File: config.mk
export PLATFORM = sky130hd
export DESIGN_NAME = spi_host_client_port
export DESIGN_NICKNAME = d
export VERILOG_FILES = /design/src/spi_port_pkg.sv /design/src/spi_host_client_port.sv
export VERILOG_INCLUDE_DIRS = /design/src /design/src/src
export SDC_FILE = /design/constraint.sdc
export NUM_CORES = 1
export LEC_CHECK = 0
export BUFFER_PORTS_ARGS = -buffer_cell sky130_fd_sc_hd__buf_2
export CORE_MARGIN = 2
export CORE_UTILIZATION = 60
export CTS_BUF_LIST = sky130_fd_sc_hd__clkbuf_4 sky130_fd_sc_hd__clkbuf_8
export DETAILED_ROUTE_END_ITERATION = 7
export GPL_ROUTABILITY_DRIVEN = 1
export PLACE_DENSITY = 0.91
export SYNTH_ARGS = -nofsm -noshare
export SYNTH_HDL_FRONTEND = slang
export SYNTH_SLANG_ARGS = --single-unit
export TNS_END_PERCENT = 100
File: constraint.sdc
create_clock -name i_clk_sys -period 2.1 [get_ports i_clk_sys]
set_input_delay 0.21 -clock i_clk_sys [delete_from_list [all_inputs] [get_ports i_clk_sys]]
set_output_delay 0.21 -clock i_clk_sys [all_outputs]
set_load 0.03 [all_outputs]
File: src/spi_port_defines.svh
// Register offsets, field positions, reset values and clock dividers
// Assumes 3-bit register index, 8-bit data, one register per index
`ifndef SPI_PORT_DEFINES_SVH
`define SPI_PORT_DEFINES_SVH

`define SPI_ADDR_CTRLA 3'h0
`define SPI_ADDR_CTRLB 3'h1
`define SPI_ADDR_DATA  3'h2
`define SPI_ADDR_DIR   3'h3
`define SPI_ADDR_STAT  3'h4
`define SPI_ADDR_CLR   3'h5
`define SPI_ADDR_IEN   3'h6
`define SPI_ADDR_LVL   3'h7

`define SPI_CA_EN    0
`define SPI_CA_HOST  1
`define SPI_CA_LSBF  2
`define SPI_CA_CLK2X 3
`define SPI_CA_PRESC 5:4
`define SPI_CB_BUFEN 0
`define SPI_CB_SSD   1

`define SPI_PIN_MOSI 0
`define SPI_PIN_MISO 1
`define SPI_PIN_SCK  2
`define SPI_PIN_SS   3

`define SPI_EV_IF    0
`define SPI_EV_WRITE_COLLISION_FLAG 1

`define SPI_RST_BYTE 8'h00
`define SPI_RST_EV   2'h0
`define SPI_RST_DIR  4'h0
`define SPI_RST_SYNC 4'hB

`define SPI_HALF_P0  7'h02
`define SPI_HALF_P1  7'h08
`define SPI_HALF_P2  7'h20
`define SPI_HALF_P3  7'h40
`define SPI_BIT_LAST 3'h7

`endif

File: src/spi_port_pkg.sv
// Types shared by the serial port design
// Assumes the defines header supplies all numeric constants
package spi_port_pkg;
  typedef logic [2:0] reg_addr_t;
  typedef logic [7:0] byte_t;
  typedef enum logic {ST_IDLE, ST_RUN} host_state_t;
endpackage

File: src/spi_host_client_port.sv
// Full-duplex serial port, host or client, with register port and interrupt
// Assumes pin inputs are asynchronous and an external pad resolves the enables
//
// Overview of operation
// - One 8-bit shifter, bit out and in together
// - Host pulls client select low per transfer
// - Host-to-client on MOSI, client-to-host on MISO
// - Host makes SCK from internal divider
// - Client synchronises SCK, edges trigger shifting
// - Data write: shifter normally, buffer when buffered
// - Data read: receive register or receive buffer
// - Seven host rates, fastest half system clock
// - Software picks LSB or MSB first
// - Enabled role forces listed pins to input
// - Output-direction pins take their level here
// - Client MISO driven only while selected
// - Transfer end raises interrupt-capable flag
// - Unbuffered write during transfer, or write to a full buffer, sets collision flag
// - Select low in host: become client, flag
// - Unbuffered host early write corrupts byte, flags collision
`timescale 1ns/10ps
`include "spi_port_defines.svh"

module spi_host_client_port (
  input  wire logic              i_clk_sys,
  input  wire logic              i_nrst,
  input  wire spi_port_pkg::reg_addr_t i_addr,
  input  wire spi_port_pkg::byte_t     i_wdata,
  input  wire logic              i_wr,
  input  wire logic              i_rd,
  output spi_port_pkg::byte_t          o_rdata,
  output logic                   o_irq,
  input  wire logic              i_mosi,
  output logic                   o_mosi,
  output logic                   o_mosi_oe,
  input  wire logic              i_miso,
  output logic                   o_miso,
  output logic                   o_miso_oe,
  input  wire logic              i_sck,
  output logic                   o_sck,
  output logic                   o_sck_oe,
  input  wire logic              i_ss_n,
  output logic                   o_ss_n,
  output logic                   o_ss_n_oe
);
  import spi_port_pkg::*;

  ////////////////////////////////////////////////////////////////////////////
  logic        en_ff, host_ff, lsbf_ff, clk2x_ff, bufen_ff, ssd_ff;
  logic [1:0]  presc_ff;
  logic [3:0]  dir_ff;
  logic [1:0]  stat_ff, ien_ff;
  byte_t       shift_ff, rx_data_ff, rx_buf_ff, txbuf_ff, rdata_ff;
  logic        txbuf_vld_ff, sck_ff, smp_ff;
  host_state_t state_ff;
  logic [6:0]  half_cnt_ff, half_max;
  logic [2:0]  bit_cnt_ff;
  logic [3:0]  s1_ff, s2_ff;
  logic        sck_d_ff;

  logic wr_data, is_host, is_client, ss_in, ss_lost, tick, h_rise, h_fall;
  logic c_act, c_rise, c_fall, smp_ev, sh_ev, done, busy, load_norm;
  logic pull, write_collision_flag_ev, start, out_bit;
  logic [1:0] clr_bits;
  byte_t nxt_shift;

  ////////////////////////////////////////////////////////////////////////////
  // Pin synchroniser; only the second stage is read
  // Resets to idle pin levels, SCK low, so no false edge follows reset
  always_ff @(posedge i_clk_sys or negedge i_nrst) begin
    if (!i_nrst) begin
      s1_ff    <= `SPI_RST_SYNC;
      s2_ff    <= `SPI_RST_SYNC;
      sck_d_ff <= 1'b0;
    end else begin
      s1_ff    <= {i_ss_n, i_sck, i_miso, i_mosi};
      s2_ff    <= s1_ff;
      sck_d_ff <= s2_ff[`SPI_PIN_SCK];
    end
  end

  assign wr_data   = i_wr && (i_addr == `SPI_ADDR_DATA);
  assign clr_bits  = (i_wr && (i_addr == `SPI_ADDR_CLR)) ? i_wdata[1:0] : 2'h0;
  assign is_host   = en_ff & host_ff;
  assign is_client = en_ff & ~host_ff;
  assign ss_in     = s2_ff[`SPI_PIN_SS];
  assign ss_lost   = is_host & ~ssd_ff & ~dir_ff[`SPI_PIN_SS] & ~ss_in;

  // Divider table: presc picks /4../128, clk2x halves it to reach /2
  always_comb begin
    unique case (presc_ff)
      2'h0: half_max = `SPI_HALF_P0;
      2'h1: half_max = `SPI_HALF_P1;
      2'h2: half_max = `SPI_HALF_P2;
      2'h3: half_max = `SPI_HALF_P3;
    endcase
    if (clk2x_ff) begin
      half_max = half_max >> 1;
    end
  end

  assign tick   = (state_ff == ST_RUN) && (half_cnt_ff == 7'h00);
  assign h_rise = tick & ~sck_ff;
  assign h_fall = tick & sck_ff;
  // Edge detect needs each SCK phase over one cycle or edges are missed
  assign c_act  = is_client & ~ss_in;
  assign c_rise = c_act & s2_ff[`SPI_PIN_SCK] & ~sck_d_ff;
  assign c_fall = c_act & ~s2_ff[`SPI_PIN_SCK] & sck_d_ff;
  assign smp_ev = h_rise | c_rise;
  assign sh_ev  = h_fall | c_fall;
  assign done   = sh_ev && (bit_cnt_ff == `SPI_BIT_LAST);
  assign busy   = (state_ff == ST_RUN) || (bit_cnt_ff != 3'h0);

  assign nxt_shift = lsbf_ff ? {smp_ff, shift_ff[7:1]} : {shift_ff[6:0], smp_ff};
  assign out_bit   = lsbf_ff ? shift_ff[0] : shift_ff[7];

  // Unbuffered host early write still loads the shifter: the byte on the wire is spoilt
  assign load_norm = wr_data & ~bufen_ff & (is_host | ~busy);
  assign pull      = bufen_ff & txbuf_vld_ff & ~busy & ~sh_ev;
  assign write_collision_flag_ev  = wr_data & (bufen_ff ? txbuf_vld_ff : busy);
  assign start     = is_host & (state_ff == ST_IDLE) & ~ss_lost
                     & ((wr_data & ~bufen_ff) | pull);

  ////////////////////////////////////////////////////////////////////////////
  // Control registers
  always_ff @(posedge i_clk_sys or negedge i_nrst) begin
    if (!i_nrst) begin
      en_ff    <= 1'b0;
      lsbf_ff  <= 1'b0;
      clk2x_ff <= 1'b0;
      presc_ff <= 2'h0;
      bufen_ff <= 1'b0;
      ssd_ff   <= 1'b0;
      dir_ff   <= `SPI_RST_DIR;
      ien_ff   <= `SPI_RST_EV;
    end else if (i_wr) begin
      unique case (i_addr)
        `SPI_ADDR_CTRLA: begin
          en_ff    <= i_wdata[`SPI_CA_EN];
          lsbf_ff  <= i_wdata[`SPI_CA_LSBF];
          clk2x_ff <= i_wdata[`SPI_CA_CLK2X];
          presc_ff <= i_wdata[`SPI_CA_PRESC];
        end
        `SPI_ADDR_CTRLB: begin
          bufen_ff <= i_wdata[`SPI_CB_BUFEN];
          ssd_ff   <= i_wdata[`SPI_CB_SSD];
        end
        `SPI_ADDR_DIR: dir_ff <= i_wdata[3:0];
        `SPI_ADDR_IEN: ien_ff <= i_wdata[1:0];
        default: ;
      endcase
    end
  end

  // Losing the bus overrides a same-cycle write of the host bit
  always_ff @(posedge i_clk_sys or negedge i_nrst) begin
    if (!i_nrst) begin
      host_ff <= 1'b0;
    end else if (ss_lost) begin
      host_ff <= 1'b0;
    end else if (i_wr && (i_addr == `SPI_ADDR_CTRLA)) begin
      host_ff <= i_wdata[`SPI_CA_HOST];
    end
  end

  ////////////////////////////////////////////////////////////////////////////
  // Shift engine
  always_ff @(posedge i_clk_sys or negedge i_nrst) begin
    if (!i_nrst) begin
      shift_ff <= `SPI_RST_BYTE;
    end else if (load_norm) begin
      shift_ff <= i_wdata;
    end else if (pull) begin
      shift_ff <= txbuf_ff;
    end else if (sh_ev) begin
      shift_ff <= nxt_shift;
    end
  end

  // Host MISO returns on our own SCK, so it is captured once at the rise;
  // the two-cycle synchroniser lag would lose bits at the fast rates
  always_ff @(posedge i_clk_sys or negedge i_nrst) begin
    if (!i_nrst) begin
      smp_ff <= 1'b0;
    end else if (smp_ev) begin
      smp_ff <= is_host ? i_miso : s2_ff[`SPI_PIN_MOSI];
    end
  end

  // Select going high in client role drops a partial byte
  always_ff @(posedge i_clk_sys or negedge i_nrst) begin
    if (!i_nrst) begin
      bit_cnt_ff <= 3'h0;
    end else if (!en_ff || ss_lost || (is_client && ss_in)) begin
      bit_cnt_ff <= 3'h0;
    end else if (sh_ev) begin
      bit_cnt_ff <= bit_cnt_ff + 3'h1;
    end
  end

  always_ff @(posedge i_clk_sys or negedge i_nrst) begin
    if (!i_nrst) begin
      txbuf_ff     <= `SPI_RST_BYTE;
      txbuf_vld_ff <= 1'b0;
    end else if (!en_ff || !bufen_ff) begin
      txbuf_vld_ff <= 1'b0;
    end else if (wr_data && !txbuf_vld_ff) begin
      txbuf_ff     <= i_wdata;
      txbuf_vld_ff <= 1'b1;
    end else if (pull) begin
      txbuf_vld_ff <= 1'b0;
    end
  end

  always_ff @(posedge i_clk_sys or negedge i_nrst) begin
    if (!i_nrst) begin
      rx_data_ff <= `SPI_RST_BYTE;
      rx_buf_ff  <= `SPI_RST_BYTE;
    end else if (done && bufen_ff) begin
      rx_buf_ff  <= nxt_shift;
    end else if (done) begin
      rx_data_ff <= nxt_shift;
    end
  end

  ////////////////////////////////////////////////////////////////////////////
  // Host clock generator
  always_ff @(posedge i_clk_sys or negedge i_nrst) begin
    if (!i_nrst) begin
      state_ff <= ST_IDLE;
    end else if (!is_host || ss_lost || done) begin
      state_ff <= ST_IDLE;
    end else if (start) begin
      state_ff <= ST_RUN;
    end
  end

  always_ff @(posedge i_clk_sys or negedge i_nrst) begin
    if (!i_nrst) begin
      sck_ff      <= 1'b0;
      half_cnt_ff <= 7'h00;
    end else if (start) begin
      sck_ff      <= 1'b0;
      half_cnt_ff <= half_max - 7'h01;
    end else if (state_ff != ST_RUN) begin
      sck_ff      <= 1'b0;
    end else if (tick) begin
      sck_ff      <= ~sck_ff;
      half_cnt_ff <= half_max - 7'h01;
    end else begin
      half_cnt_ff <= half_cnt_ff - 7'h01;
    end
  end

  ////////////////////////////////////////////////////////////////////////////
  // Event flags: a set in the clear cycle wins
  always_ff @(posedge i_clk_sys or negedge i_nrst) begin
    if (!i_nrst) begin
      stat_ff <= `SPI_RST_EV;
    end else begin
      stat_ff[`SPI_EV_IF] <= (done | ss_lost)
                             | (stat_ff[`SPI_EV_IF] & ~clr_bits[`SPI_EV_IF]);
      stat_ff[`SPI_EV_WRITE_COLLISION_FLAG] <= write_collision_flag_ev
                                | (stat_ff[`SPI_EV_WRITE_COLLISION_FLAG] & ~clr_bits[`SPI_EV_WRITE_COLLISION_FLAG]);
    end
  end

  assign o_irq = |(stat_ff & ien_ff);

  // Read data stands only in the cycle after the strobe
  always_ff @(posedge i_clk_sys or negedge i_nrst) begin
    if (!i_nrst) begin
      rdata_ff <= `SPI_RST_BYTE;
    end else if (!i_rd) begin
      rdata_ff <= 8'h00;
    end else begin
      unique case (i_addr)
        `SPI_ADDR_CTRLA: rdata_ff <= {2'h0, presc_ff, clk2x_ff, lsbf_ff, host_ff, en_ff};
        `SPI_ADDR_CTRLB: rdata_ff <= {6'h00, ssd_ff, bufen_ff};
        `SPI_ADDR_DATA:  rdata_ff <= bufen_ff ? rx_buf_ff : rx_data_ff;
        `SPI_ADDR_DIR:   rdata_ff <= {4'h0, dir_ff};
        `SPI_ADDR_STAT:  rdata_ff <= {6'h00, stat_ff};
        `SPI_ADDR_IEN:   rdata_ff <= {6'h00, ien_ff};
        `SPI_ADDR_LVL:   rdata_ff <= {6'h00, busy, ~txbuf_vld_ff};
        default:         rdata_ff <= 8'h00;
      endcase
    end
  end

  assign o_rdata = rdata_ff;

  ////////////////////////////////////////////////////////////////////////////
  // Pins: enables follow role and direction, the pad resolves the wire
  assign o_mosi    = out_bit;
  assign o_mosi_oe = is_host & dir_ff[`SPI_PIN_MOSI];
  assign o_miso    = out_bit;
  assign o_miso_oe = is_client & dir_ff[`SPI_PIN_MISO] & ~ss_in;
  assign o_sck     = sck_ff;
  assign o_sck_oe  = is_host & dir_ff[`SPI_PIN_SCK];
  assign o_ss_n    = (state_ff != ST_RUN);
  assign o_ss_n_oe = is_host & dir_ff[`SPI_PIN_SS];
endmodule

Word-level counts from Yosys, hierarchy flattened
Index checks and enable logic that the tools add are counted.
- equal/unequal tests: 12
- add/sub/neg operators: 3
- reductions and logical operators: 35
- multiplexer cells: 28
- bitwise gates (word level): 53
- operators by type and width (operator ; count):
    8-bit one-hot mux with 7 select lines ; 1
    8-bit two-way mux ; 6
    1-bit bitwise AND ; 28
    7-bit two-way mux ; 4
    7-bit one-hot mux with 4 select lines ; 1
    1-bit inverter ; 17
    3-bit equality test, second input constant ; 5
    7-bit by 1-bit subtractor with 7-bit output, second input constant ; 2
    1-bit two-way mux ; 13
    2-bit AND reduction ; 6
    3-bit nonzero test ; 3
    1-bit logical AND ; 8
    2-bit nonzero test ; 4
    7-bit zero test ; 1
    1-bit bitwise OR ; 7
    3-bit by 2-bit equality test with 1-bit output, second input constant ; 2
    1-bit logical OR ; 6
    3-bit two-way mux ; 2
    2-bit equality test, second input constant ; 2
    1-bit zero test ; 4
    3-bit by 1-bit adder with 3-bit output, second input constant ; 1
    3-bit by 1-bit equality test with 1-bit output, second input constant ; 1
    3-bit zero test ; 1
    3-bit by 1-bit inequality test with 1-bit output, second input constant ; 1
    5 further kinds ; 5
- word-level logic and storage cells: 155
- flip-flop bits (word level): 79
- input port bits: 19

Longest topological paths before layout
- word-level depth: 12
- mapped depth: 8
- depth with buffers taken out: 7

Least setup slack after synthesis
Ideal clock, no wire load.
- kind: flip-flop to output port
- start: reg lsbf_ff
- end: out o_mosi
- arrival: 1.735 ns
- path buffers: 2
- path slack: 0.155 ns
- stages on the path, launching flop included: 4
- cell sequence: dfrtp_1 > buf_1 > o21ai_0 > buf_4
- cells in the longest elaborated chain, start to end: 1
- RTL lines (element ; RTL line ; RTL):
    from (decl) ; spi_host_client_port.sv:49 ; logic en_ff, host_ff, lsbf_ff, clk2x_ff, bufen_ff, ssd_ff;
    from (signal assigned) ; spi_host_client_port.sv:140 ; lsbf_ff <= i_wdata[`SPI_CA_LSBF];
    1-bit two-way mux ; spi_host_client_port.sv:115 ; assign out_bit = lsbf_ff ? shift_ff[0] : shift_ff[7];
    to (decl) ; spi_host_client_port.sv:34 ; output logic o_mosi,
No other way between the ends.

Worst setup path in the final report
- start: reg half_cnt_ff[0]
- end: reg shift_ff[0]
- cells in the longest elaborated chain, start to end: 8
- elaborated cells between the ends (all ways): 9
- those cells by class: mux: 2; bitwise: 4; reduce/logical: 3
- RTL lines (element ; RTL line ; RTL):
    from (decl) ; spi_host_client_port.sv:56 ; logic [6:0] half_cnt_ff, half_max;
    from (signal assigned) ; spi_host_client_port.sv:244 ; half_cnt_ff <= half_max - 7'h01;
    from (signal assigned) ; spi_host_client_port.sv:249 ; half_cnt_ff <= half_max - 7'h01;
    from (signal assigned) ; spi_host_client_port.sv:251 ; half_cnt_ff <= half_cnt_ff - 7'h01;
    7-bit zero test * ; spi_host_client_port.sv:102 ; assign tick = (state_ff == ST_RUN) && (half_cnt_ff == 7'h00);
    1-bit logical AND * ; spi_host_client_port.sv:102 ;
    1-bit bitwise AND * ; spi_host_client_port.sv:104 ; assign h_fall = tick & sck_ff;
    1-bit bitwise OR * ; spi_host_client_port.sv:110 ; assign sh_ev = h_fall | c_fall;
    1-bit inverter ; spi_host_client_port.sv:119 ; assign pull = bufen_ff & txbuf_vld_ff & ~busy & ~sh_ev;
    1-bit bitwise AND ; spi_host_client_port.sv:119 ;
    8-bit two-way mux ; spi_host_client_port.sv:173 ; end else if (pull) begin
    8-bit two-way mux ; spi_host_client_port.sv:171 ; end else if (load_norm) begin
    to (signal assigned) ; spi_host_client_port.sv:170 ; shift_ff <= `SPI_RST_BYTE;
    to (signal assigned) ; spi_host_client_port.sv:172 ; shift_ff <= i_wdata;
    to (signal assigned) ; spi_host_client_port.sv:174 ; shift_ff <= txbuf_ff;
    to (decl) ; spi_host_client_port.sv:53 ; byte_t shift_ff, rx_data_ff, rx_buf_ff, txbuf_ff, rdata_ff;
Mark *: on every way between the ends. The rest lies on a longest branch, timed or not.
A chain may end at the register's enable or synchronous reset.

==> out/summary.txt <==
Outcome: finished, final reports clean
Worst hold stages: 3
IO Port Bufs: 35
Pwr per Cell Area: 983 nW/µm²
Max incr delay on CP: 0.39 ns
CTS tree: built
Synth area leaders: dfrtp_1 (48%), mux2_2 (6.8%), mux2i_1 (4.7%), nand2_1 (3.9%), nor2_1 (3.5%)
Lkg Pwr: 2.02 nW
RR Endpoint: shift_ff[0]
Row count: 29
Die Height: 83.8 µm
Crit-path slowest cell: a32oi_4
HP Start: i_wdata[7]
Fmax: 0.477 GHz
WL/cell: 18.6 µm
Worst min path class: input pin to flop
CTS clk-pin slew, worst paths: 0.09 ns
Total GRT Usage: 0.277
Worst path required time: 2.32 ns
Clk root buf: clkbuf_8
Drt drc: 0
Top-Level Pins: 36
Post-synth EDFFs: 0
CTS buffer count: 9
Gr ovfl total: 0
Final Critical Period: 2.10 ns
Number of global-route vias before repair: 3,109
FF-to-FF setup slack: 0.004 ns
Relative slew slack: 0.572
Post-route setup slack: 0.00364 ns
Synth top area share: 0.478
Antenna Cells: 0
# setup viols final: 0
Die width: 83.8 µm
Skew final: 0.0127 ns
Multi-input gate area: 1770 µm²
Starting density of the core: 0.612
Via count: 3,123
Synth Instances: 360
Max Slew Vio Count: 0
Synth cell types: 64
Synth async-reset ratio: 1.00
Hold EP: shift_ff[7]
Endpoint class of the critical path: flop
Cell Area, Placed: 4110 µm²
Final wirelength: 9210 µm
Final Hold Viols: 0
Util after Layout: 0.709
Slew @ Worst Pin: 0.642 ns
Drt pass-1 iters: 5
WHS: 0.0884 ns
Max VDD drop: 0.526 mV
Clock Tree Buf Depth: 2
Post-DP HPWL: 6400 µm
Vias/cell: 6.32
Register area: 1930 µm²
Maxcap violations: 0
Top_reg_cell synth: dfrtp_1
Design area: 4430 µm²
Detail Route Antenna Nets: 0
Crit path launch type: flop
FILL cells: 410
Total power: 0.00435 W
Nets@finish: 435
WP data arrival: 2.32 ns
R2r startpoint: half_cnt_ff[0]
Htree depth: 3
Global-route wire length before repair: 15,300 µm
Top-count cell post-synth: dfrtp_1
Critical path, cell by cell: inv_1 -> ha_1 -> and4bb_4 -> a32oi_4 -> nand2_2 -> o21ai_0 -> a21oi_1
Core Area: 6240 µm²
CP max FO: 9
FF-to-FF path depth: 7
Share of layout cells above drive strength 1: 0.281
Number of synthesized register bits: 77
Mapped Area: 3820 µm²
Post-synthesis sequential area ratio: 0.506
Yosys Warn Count: 0
Pre-CTS WS: 0.0484 ns
Area Growth Syn to Fin: 15.9%
Dominant cell type by area after synthesis: dfrtp_1
Most frequent cells after synthesis: dfrtp_1 (73), nand2_1 (40), nor2_1 (36)
Worst skew pair latency: 0.36 ns
Largest net degree at the start of global routing: 51
Final period util: 0.998
Antenna violations before repair: 0
Die ar.: 7020 µm²
Placer Congestion: 0.894
Syn nets: 383
1st-iter DRT viols: 294
Syn_area_per_cell: 10.6 µm²
Critical path type: flop to flop
Clk sinks: 77
[placed cells by master (no fill, tap or decap), types with 9 or more instances in the layout]
cell type and count:
a21oi_1 17, buf_2 34, buf_4 20, clkbuf_8 9
dfrtp_1 73, inv_1 10, mux2_2 23, mux2i_1 18
nand2_1 39, nor2_1 35, o21ai_0 23
[metal layers]
| layer | share of wire | GRT usage | vias up |
|---|---|---|---|
| met3 | 0.085 | 0.0801 | 29 |
| met2 | 0.49 | 0.436 | 175 |
| met5 | 0 | 0 | - |
| met4 | 0.032 | 0.152 | 0 |
| met1 | 0.40 | 0.346 | 1519 |
| li1 | - | - | 1400 |
[report_power, final]
group / internal [W] / switching (W) / total (W)
sequential: 0.00173 / 0.000293 / 0.00203
combinational: 0.000441 / 0.000579 / 0.00102
clock: 0.000690 / 0.000614 / 0.00130
total: 0.00287 / 0.00148 / 0.00435
[state kept, by name, summed over array words and instances (netlist names), 2 cells and up]
signal,cells
o_rdata,8
rx_buf_ff,8
rx_data_ff,8
shift_ff,8
txbuf_ff,8
half_cnt_ff,7
dir_ff,4
bit_cnt_ff,3
s1_ff,3
s2_ff,3
ien_ff,2
presc_ff,2
stat_ff,2
[worst max-delay path by stage]
| stage | to | startpoint |
|---|---|---|
| after floorplan | o_mosi | lsbf_ff |
| after global placement | shift_ff[2] | half_cnt_ff[0] |
| after detailed placement | shift_ff[5] | bit_cnt_ff[0] |
| after CTS | rx_buf_ff[2] | half_cnt_ff[0] |
| after global routing | shift_ff[0] | half_cnt_ff[0] |
| final | shift_ff[0] | half_cnt_ff[0] |
[stage by stage]
stage,instances,TNS (ns)
floorplan,360,0
global placement,472,0
detailed placement,472,0
CTS,492,0
global route,494,-0.202
finish,494,0
[what timing repair did]
item	4_1_cts	5_1_grt
gates resized for setup	3	8
setup buffers	0	2
setup endpoints to repair	2	16
endpoints found under the hold margin	50	0
hold buffers	4	0
[area by class of cell]
cell class	instances	share of cell area
clock buffers	9	0.0280
well taps	77	0.0218
clock inverters	7	0.0237
flip-flops and latches	77	0.436
multi-input cells	256	0.400
repair buffers	58	0.0814
inverters	10	0.00848
[worst max-delay path, delay by kind of cell, from the launching register on]
kind            cells  cell delay (ns)
simple gates        2             0.47
fa+ha+maj           1             0.23
compound gates      3             0.83
buf+inv             1             0.08
flops               1             0.35
[cell families after synthesis]
| kind of cell | count (synthesis) | share of synthesized area |
|---|---|---|
| AO/OA/AOI/OAI | 93 | 0.168 |
| multiplexers | 41 | 0.115 |
| flip-flops | 77 | 0.506 |
| XOR/XNOR | 3 | 0.00688 |
| buffers and inverters | 27 | 0.0396 |
| AND/OR/NAND/NOR | 115 | 0.151 |
| adder cells (fa/ha/maj) | 4 | 0.0131 |
No activity file was read; power rests on OpenSTA's default activity.
